### src/design/rtcac_pkg.sv
// Purpose: Shared constants and carriers for the RTC alarm and control block
// Assumes: 20 MHz core clock, 32.768 kHz crystal sampled as a plain input
// Notes:   Register offsets are byte addresses on the plain register port
package rtcac_pkg;
    // Register byte offsets
    localparam logic [7:0] MON_ALARM_OFS = 8'h00; // Month alarm match
    localparam logic [7:0] FLAG_CTRL_OFS = 8'h04; // Flag and irq enable control
    localparam logic [7:0] RUN_CTRL_OFS  = 8'h08; // Period, oscillator and count control
    localparam logic [7:0] SUB_CNT_OFS   = 8'h0C; // Sub-second counter, read only

    // Power-on values
    localparam logic [7:0] FLAG_CTRL_POR = 8'h00;
    localparam logic [7:0] RUN_CTRL_POR  = 8'h09;

    // Field positions
    localparam int MON_EN_BIT     = 7; // Month alarm field enable
    localparam int MON_TENS_BIT   = 4; // Month tens digit
    localparam int CARRY_BIT      = 7; // Carry flag
    localparam int CARRY_IE_BIT   = 4; // Carry irq enable
    localparam int ALARM_IE_BIT   = 3; // Alarm irq enable
    localparam int ALARM_HIT_BIT  = 0; // Alarm hit flag
    localparam int PERIODIC_BIT   = 7; // Periodic flag
    localparam int PERIOD_SEL_LSB = 4; // Period select, three bits
    localparam int OSC_RUN_BIT    = 3; // Oscillator run
    localparam int ROUND_BIT      = 2; // Thirty second round, write only
    localparam int DIV_RST_BIT    = 1; // Divider reset, write only
    localparam int COUNT_RUN_BIT  = 0; // Counter run

    // Crystal edges per 1/256 s step, minus one
    localparam logic [6:0] PRESC_LAST = 7'h7f;

    // Round result must be visible within this time
    localparam int CLK_PERIOD_NS   = 50;
    localparam int ROUND_LIMIT_NS  = 91600;
    localparam int ROUND_LIMIT_CYC = ROUND_LIMIT_NS / CLK_PERIOD_NS;

    // Whole state of the block
    typedef struct packed {
        logic       mon_en;       // Month alarm field enable
        logic       mon_tens;     // Month tens digit
        logic [3:0] mon_units;    // Month units digit
        logic       carry_flag;
        logic       carry_ie;
        logic       alarm_ie;
        logic       alarm_hit_flag;
        logic       periodic_flag;
        logic [2:0] period_select;
        logic       osc_run;
        logic       count_run;
        logic [6:0] presc;        // Crystal edge prescaler
        logic [8:0] sub;          // Sub-second counter, 1/256 s steps, 2 s span
        logic       xtal_s1;      // Synchroniser first stage
        logic       xtal_s2;      // Synchroniser second stage
        logic       xtal_s3;      // Edge history
        logic       match_d;      // Alarm coincidence, last cycle
        logic [7:0] rdata;
        logic       carry_irq;
        logic       alarm_irq;
        logic       periodic_irq;
        logic       sec_tick;
        logic       round_pulse;
    } rtcac_state_type;
endpackage : rtcac_pkg

### src/design/rtcac_core.sv
// Purpose: Alarm, flag and control registers of a calendar real-time clock
// Assumes: Time counters sit outside and talk over match, carry, run and round
// Notes:   rst is power-on reset; manual_rst is a same-domain level input
//
// Notes on behaviour
// - Month alarm: enable, zeros, BCD tens, units
// - Alarm when all enabled fields coincide
// - Power-on clears month enable; digits kept
// - Flag control zero at power-on; manual keeps carry
// - Counter read during carry sets carry flag
// - Write 0 clears carry flag, 1 sets
// - Carry irq when flag and enable set
// - Alarm irq when flag and enable set
// - Alarm flag set on match; write 0 clears
// - Reserved flag control bits read zero
// - Run control 09 at power-on; manual keeps run bits
// - Periodic flag set each period, irq raised
// - Period select encodes none to two seconds
// - Oscillator run bit gates crystal, default 1
// - Round: seconds to 00 or next minute
// - Round also resets divider, quickly visible
// - Divider reset clears prescaler and sub counter
// - Count run bit stops calendar counters
// - Sub-second counter stops only with oscillator
`timescale 1ns/1ps

module rtcac_core (
    input  wire logic       core_clk,
    input  wire logic       rst,
    input  wire logic       manual_rst,
    input  wire logic [7:0] addr,
    input  wire logic [7:0] wdata,
    input  wire logic       wr,
    input  wire logic       rd,
    output logic      [7:0] rdata,
    input  wire logic       rtc_crystal_pin,
    input  wire logic [7:0] month_counter,
    input  wire logic       other_alarm_any_en,
    input  wire logic       other_alarm_match,
    input  wire logic       counter_read,
    input  wire logic       sec_carry,
    output logic            sec_tick,
    output logic            thirty_second_round,
    output logic            osc_run,
    output logic            count_run,
    output logic            carry_irq,
    output logic            alarm_irq,
    output logic            periodic_irq
);
    rtcac_pkg::rtcac_state_type s;      // Registered state
    rtcac_pkg::rtcac_state_type next_s; // Next state

    logic       wr_mon;      // Write to month alarm
    logic       wr_flag;     // Write to flag control
    logic       wr_run;      // Write to run control
    logic       xtal_rise;   // Crystal rising edge while running
    logic       tick;        // One 1/256 s step
    logic [8:0] sub_inc;     // Sub counter plus one
    logic       sub_carry;   // Sub counter wraps a second
    logic       period_hit;  // Selected period elapsed
    logic       month_eq;    // Month digits match counter
    logic       alarm_now;   // All enabled fields coincide
    logic       alarm_rise;  // Start of a coincidence
    logic       carry_read;  // Counter read during a carry

    // Period mask on the incremented sub counter
    function automatic logic [8:0] period_mask(input logic [2:0] sel);
        logic [8:0] m;
        m = 9'h000;
        unique case (sel)
            3'h0: m = 9'h000;
            3'h1: m = 9'h000; // 1/256 s
            3'h2: m = 9'h003; // 1/64 s
            3'h3: m = 9'h00f; // 1/16 s
            3'h4: m = 9'h03f; // 1/4 s
            3'h5: m = 9'h07f; // 1/2 s
            3'h6: m = 9'h0ff; // 1 s
            3'h7: m = 9'h1ff; // 2 s
        endcase
        return m;
    endfunction : period_mask

    // Address decode
    assign wr_mon  = wr && (addr == rtcac_pkg::MON_ALARM_OFS);
    assign wr_flag = wr && (addr == rtcac_pkg::FLAG_CTRL_OFS);
    assign wr_run  = wr && (addr == rtcac_pkg::RUN_CTRL_OFS);

    // Crystal edge, counted only while the oscillator runs
    assign xtal_rise = s.xtal_s2 && !s.xtal_s3 && s.osc_run;
    assign tick      = xtal_rise && (s.presc == rtcac_pkg::PRESC_LAST);
    assign sub_inc   = s.sub + 9'h001;
    assign sub_carry = tick && (sub_inc[7:0] == 8'h00);
    // Period select decode
    assign period_hit = tick && (s.period_select != 3'h0)
                        && ((sub_inc & period_mask(s.period_select)) == 9'h000);

    // Alarm coincidence over enabled fields
    assign month_eq   = ({3'h0, s.mon_tens, s.mon_units} == month_counter);
    assign alarm_now  = (s.mon_en || other_alarm_any_en)
                        && (!s.mon_en || month_eq) && other_alarm_match;
    assign alarm_rise = alarm_now && !s.match_d;
    assign carry_read = counter_read && (sec_carry || sub_carry);

    // Next-state logic
    always_comb begin
        next_s = s;
        // Crystal synchroniser and edge history
        next_s.xtal_s1 = rtc_crystal_pin;
        next_s.xtal_s2 = s.xtal_s1;
        next_s.xtal_s3 = s.xtal_s2;
        next_s.match_d = alarm_now;

        // Divider chain runs regardless of count run
        if (xtal_rise) begin
            next_s.presc = s.presc + 7'h01;
        end
        if (tick) begin
            next_s.sub = sub_inc;
        end
        // Seconds step only while counting
        next_s.sec_tick = sub_carry && s.count_run;

        // Month alarm writes
        if (wr_mon) begin
            next_s.mon_en    = wdata[rtcac_pkg::MON_EN_BIT];
            next_s.mon_tens  = wdata[rtcac_pkg::MON_TENS_BIT];
            next_s.mon_units = wdata[3:0];
        end

        // Flag control writes
        if (wr_flag) begin
            next_s.carry_flag = wdata[rtcac_pkg::CARRY_BIT];
            next_s.carry_ie   = wdata[rtcac_pkg::CARRY_IE_BIT];
            next_s.alarm_ie   = wdata[rtcac_pkg::ALARM_IE_BIT];
            if (!wdata[rtcac_pkg::ALARM_HIT_BIT]) begin
                next_s.alarm_hit_flag = 1'b0;
            end
        end

        // Run control writes
        next_s.round_pulse = wr_run && wdata[rtcac_pkg::ROUND_BIT];
        if (wr_run) begin
            next_s.periodic_flag = wdata[rtcac_pkg::PERIODIC_BIT];
            next_s.period_select = wdata[rtcac_pkg::PERIOD_SEL_LSB +: 3];
            next_s.osc_run       = wdata[rtcac_pkg::OSC_RUN_BIT];
            next_s.count_run     = wdata[rtcac_pkg::COUNT_RUN_BIT];
            if (wdata[rtcac_pkg::ROUND_BIT] || wdata[rtcac_pkg::DIV_RST_BIT]) begin
                next_s.presc = 7'h00;
                next_s.sub   = 9'h000;
            end
        end

        // Hardware sets win over software clears
        if (carry_read) begin
            next_s.carry_flag = 1'b1;
        end
        if (alarm_rise) begin
            next_s.alarm_hit_flag = 1'b1;
        end
        if (period_hit) begin
            next_s.periodic_flag = 1'b1;
        end

        // Manual reset keeps carry, oscillator and count run
        if (manual_rst) begin
            next_s.carry_ie       = 1'b0;
            next_s.alarm_ie       = 1'b0;
            next_s.alarm_hit_flag = 1'b0;
            next_s.periodic_flag  = 1'b0;
            next_s.period_select  = 3'h0;
            next_s.round_pulse    = 1'b0;
        end

        // Read data, valid the cycle after the strobe
        next_s.rdata = 8'h00;
        if (rd) begin
            unique case (addr)
                rtcac_pkg::MON_ALARM_OFS:
                    next_s.rdata = {s.mon_en, 2'b00, s.mon_tens, s.mon_units};
                rtcac_pkg::FLAG_CTRL_OFS:
                    next_s.rdata = {s.carry_flag, 2'b00, s.carry_ie, s.alarm_ie,
                                    2'b00, s.alarm_hit_flag};
                rtcac_pkg::RUN_CTRL_OFS:
                    next_s.rdata = {s.periodic_flag, s.period_select, s.osc_run,
                                    2'b00, s.count_run};
                rtcac_pkg::SUB_CNT_OFS:
                    next_s.rdata = s.sub[7:0];
                default:
                    next_s.rdata = 8'h00;
            endcase
        end

        // Carry and alarm irq levels follow flag and enable; periodic irq follows its flag alone
        next_s.carry_irq    = next_s.carry_flag && next_s.carry_ie;
        next_s.alarm_irq    = next_s.alarm_hit_flag && next_s.alarm_ie;
        next_s.periodic_irq = next_s.periodic_flag;
    end

    // State register; month digits are not touched by power-on reset
    always_ff @(posedge core_clk) begin
        if (rst) begin
            s.mon_en         <= 1'b0;
            s.carry_flag     <= rtcac_pkg::FLAG_CTRL_POR[rtcac_pkg::CARRY_BIT];
            s.carry_ie       <= rtcac_pkg::FLAG_CTRL_POR[rtcac_pkg::CARRY_IE_BIT];
            s.alarm_ie       <= rtcac_pkg::FLAG_CTRL_POR[rtcac_pkg::ALARM_IE_BIT];
            s.alarm_hit_flag <= rtcac_pkg::FLAG_CTRL_POR[rtcac_pkg::ALARM_HIT_BIT];
            s.periodic_flag  <= rtcac_pkg::RUN_CTRL_POR[rtcac_pkg::PERIODIC_BIT];
            s.period_select  <= rtcac_pkg::RUN_CTRL_POR[rtcac_pkg::PERIOD_SEL_LSB +: 3];
            s.osc_run        <= rtcac_pkg::RUN_CTRL_POR[rtcac_pkg::OSC_RUN_BIT];
            s.count_run      <= rtcac_pkg::RUN_CTRL_POR[rtcac_pkg::COUNT_RUN_BIT];
            s.presc          <= 7'h00;
            s.sub            <= 9'h000;
            s.xtal_s1        <= 1'b0;
            s.xtal_s2        <= 1'b0;
            s.xtal_s3        <= 1'b0;
            s.match_d        <= 1'b0;
            s.rdata          <= 8'h00;
            s.carry_irq      <= 1'b0;
            s.alarm_irq      <= 1'b0;
            s.periodic_irq   <= 1'b0;
            s.sec_tick       <= 1'b0;
            s.round_pulse    <= 1'b0;
        end else begin
            s <= next_s;
        end
    end

    // Outputs straight from the state register
    assign rdata               = s.rdata;
    assign sec_tick            = s.sec_tick;
    assign thirty_second_round = s.round_pulse;
    assign osc_run             = s.osc_run;
    assign count_run           = s.count_run;
    assign carry_irq           = s.carry_irq;
    assign alarm_irq           = s.alarm_irq;
    assign periodic_irq        = s.periodic_irq;

    localparam int ROUND_WAIT = 1;
endmodule : rtcac_core

### config.mk
export PLATFORM = sky130hd
export DESIGN_NAME = rtcac_core
export DESIGN_NICKNAME = d
export VERILOG_FILES = /design/src/design/rtcac_pkg.sv /design/src/design/rtcac_core.sv
export SDC_FILE = /design/constraint.sdc
export NUM_CORES = 1
export LEC_CHECK = 0
export ABC_AREA = 1
export BUFFER_PORTS_ARGS = -buffer_cell sky130_fd_sc_hd__buf_2
export CORE_MARGIN = 2
export CORE_UTILIZATION = 30
export CTS_CLUSTER_DIAMETER = 50
export DETAILED_ROUTE_END_ITERATION = 7
export MAX_ROUTING_LAYER = met4
export PLACE_DENSITY = 0.5
export SETUP_SLACK_MARGIN = 0.15
export SLEW_MARGIN = 25
export SYNTH_ARGS = -nofsm -noshare
export SYNTH_HDL_FRONTEND = slang
export SYNTH_SLANG_ARGS = --single-unit
### constraint.sdc
create_clock -name core_clk -period 3.19 [get_ports core_clk]
set_input_delay 0.319 -clock core_clk [delete_from_list [all_inputs] [get_ports core_clk]]
set_output_delay 0.319 -clock core_clk [all_outputs]
set_load 0.03 [all_outputs]
==> metrics.txt <==
Most common cell on crit path=nand2_1; Int Pwr=0.000865 W; largest net degree at the start of global routing=17; Die H=95.4 um; Worst-path clk slew=~0.090 ns; Fillers=898; first-iteration detailed-routing DRC count=68; Worst Skew=0.00769 ns; Antenna Nets Post-Route=0; Max Cap Viol=0; number of global-route vias before repair=between 1500 and 2000; initial antenna violation count=0; GPL Wtd Cong=0.800; initial core utilization=0.307; Post-synth EDFFs=5; number of distinct library cells after synthesis=39; Via Count=2055; Mapped Cells=324; core box area=8180 um^2; CTS Buf Count=5; status=completed; worst skew pair latency=~0.31 ns; Yosys top cell by area=dfxtp_1; Max Slew Vio Count=0; worst-path cell chain=ha_1 -> nand3_1 -> nor3_4 -> nand2_1 -> nor2_1 -> nand2_1 -> nand2_1 -> nand2_1 -> a21oi_1; crit path time final=1.87 ns; clk root buf=clkbuf_8; Post-CTS Hold Fix Bufs=0; crit path max fanout=15; Synth Register Bits=54; I/O pin cnt=49; HP Start=rtc_crystal_pin; Synth async-reset ratio=0; final period utilization=0.587; CP arrival=2.11 ns; std cell rows=33; synth top area cells=dfxtp_1, nand2_1, edfxtp_1, nor2_1, inv_1; Placed Area=2800 um^2; CP max-delay cell=nor3_4; clk buf depth=2; RSZ-0062 raised after global routing=false; Yosys Warn Count=0; CP Capture Type=flop; combinational share of power=0.055; Static Leak=1.30 nW; Routed WL=roughly 5600 um; switch share=0.231; Mapped Area=2510 um^2; First-pass DRT Iterations=4; sequential cell area fraction in the yosys report=0.451; Area Growth Syn to Fin=14.7%; Pwr Total=roughly 0.0011 W; most frequent cells in the layout=nand2_1, dfxtp_1, buf_2; Worst Tran Pin Value=0.560 ns; final setup TNS=0 ns; commonest non-fill, non-tap cell in the layout=nand2_1; Critical Path Source Type=flop; Synth top area share=0.391; Critical Path RT=roughly 3.4 ns; Final Hold Fails=0; first-pass GRT wire length=9020 um; worst hold slack=around 0.21 ns; Final nets=404; fmax=534 MHz; I/O Buffers=48; H-tree Lvls=2; syn_nets=361; layout cell share with drive strength beyond 1=0.218; Post-DP HPWL=about 4400 um; Max VDD drop=0.000146 V; worst r2r src=s[27]; final instance area=roughly 2900 um^2; Die ar.=9110 um^2; global route total overflow=0; DP Worst Slack=1.26 ns; switching power=approximately 0.00026 W; Pwr per Cell Area=391 nW/um^2; crit path launch=s[27]; CTS tree=built; slack of the critical path=1.32 ns; Setup violations, final=0; # DRC=0; setup repair bufs after CTS=0; Vias/cell=4.35; CTS resizes=0; DR WL/cell=around 12 um; Slew Limit Headroom=0.625; worst hold-check path type=in -> reg; critical path's largest stage delay=0.53 ns; CTS Sinks=54; Top FF cell, synth=dfxtp_1; clock share of power=0.331; die width=95.4 um; Seq pwr share=0.615; GRT Total Usage=0.133; Crit Path Class=reg -> reg; antenna diode count=0; Post-Syn Area per Cell=7.74 um^2
[cell usage after synthesis (all sizes together), types with 2 or more instances]
| cell | n |
|---|---|
| dfxtp | 49 |
| o211ai | 3 |
| edfxtp | 5 |
| nand3 | 17 |
| inv | 41 |
| a211oi | 5 |
| and2 | 2 |
| nand4 | 5 |
| or2 | 3 |
| xnor2 | 4 |
| ha | 3 |
| xor2 | 2 |
| nand2 | 89 |
| a21oi | 13 |
| o21ai | 9 |
| nor3 | 9 |
| buf | 11 |
| a41oi | 4 |
| nor2 | 43 |
[layout make-up]
cell class	count	area (um^2)	area share
well taps	105	131	0.0457
clock buffers	6	72.6	0.0252
inverters	42	159	0.0552
multi-input cells	216	1130	0.395
flip-flops and latches	54	1130	0.393
clock inverters	1	7.51	0.00261
repair buffers	48	240	0.0835
[critical path: cells and delay by family, from the launching register on]
kind / cells / cell delay (ns)
and+or+nand+nor: 7 / 1.15
DFF: 1 / 0.36
adders and majority gates: 1 / 0.17
AOI/OAI and AO/OA: 1 / 0.12
[cells by family (layout without fill, tap and decap cells)]
kind of cell / count (synthesis) / in the layout / synth area share
flops: 54 / 54 / 0.451
xor+xnor: 6 / 6 / 0.0209
buf+inv: 54 / 97 / 0.0967
simple gates: 170 / 170 / 0.321
fa+ha+maj: 3 / 3 / 0.0150
compound gates: 37 / 37 / 0.0958
[per-layer routing]
| metal | track usage | part of all wire |
|---|---|---|
| met2 | 0.188 | 0.42 |
| met3 | 0.0245 | 0.047 |
| met5 | - | 0 |
| met1 | 0.188 | 0.52 |
| met4 | 0.0500 | 0.016 |
[path summary, 6_finish.rpt]
| path | endpoint | slack [ns] | cells after the start |
|---|---|---|---|
| worst min register to register | next_s[14] | 0.41 | 2 |
| worst max register to register | carry_irq | 1.32 | 9 |
| worst max-delay path | carry_irq | 1.32 | 9 |
| worst min-delay path | next_s[15] | 0.21 | 3 |
[power by group through the flow]
stage / logic, W / clock network [W] / registers [W]
after floorplan: 0.0000303 / 0 / 0.000706
after global placement: 0.0000616 / 0 / 0.000707
after detailed placement: 0.0000620 / 0 / 0.000707
after CTS: 0.0000622 / 0.000387 / 0.000691
after global routing: 0.0000690 / 0.000412 / 0.000692
final: 0.0000615 / 0.000372 / 0.000691
[through the flow]
stage	util	cells
floorplan	-	324
global placement	0.342	465
detailed placement	0.342	465
CTS	0.352	472
global route	0.352	472
finish	0.352	472
Power figures use the tool's default switching activity.
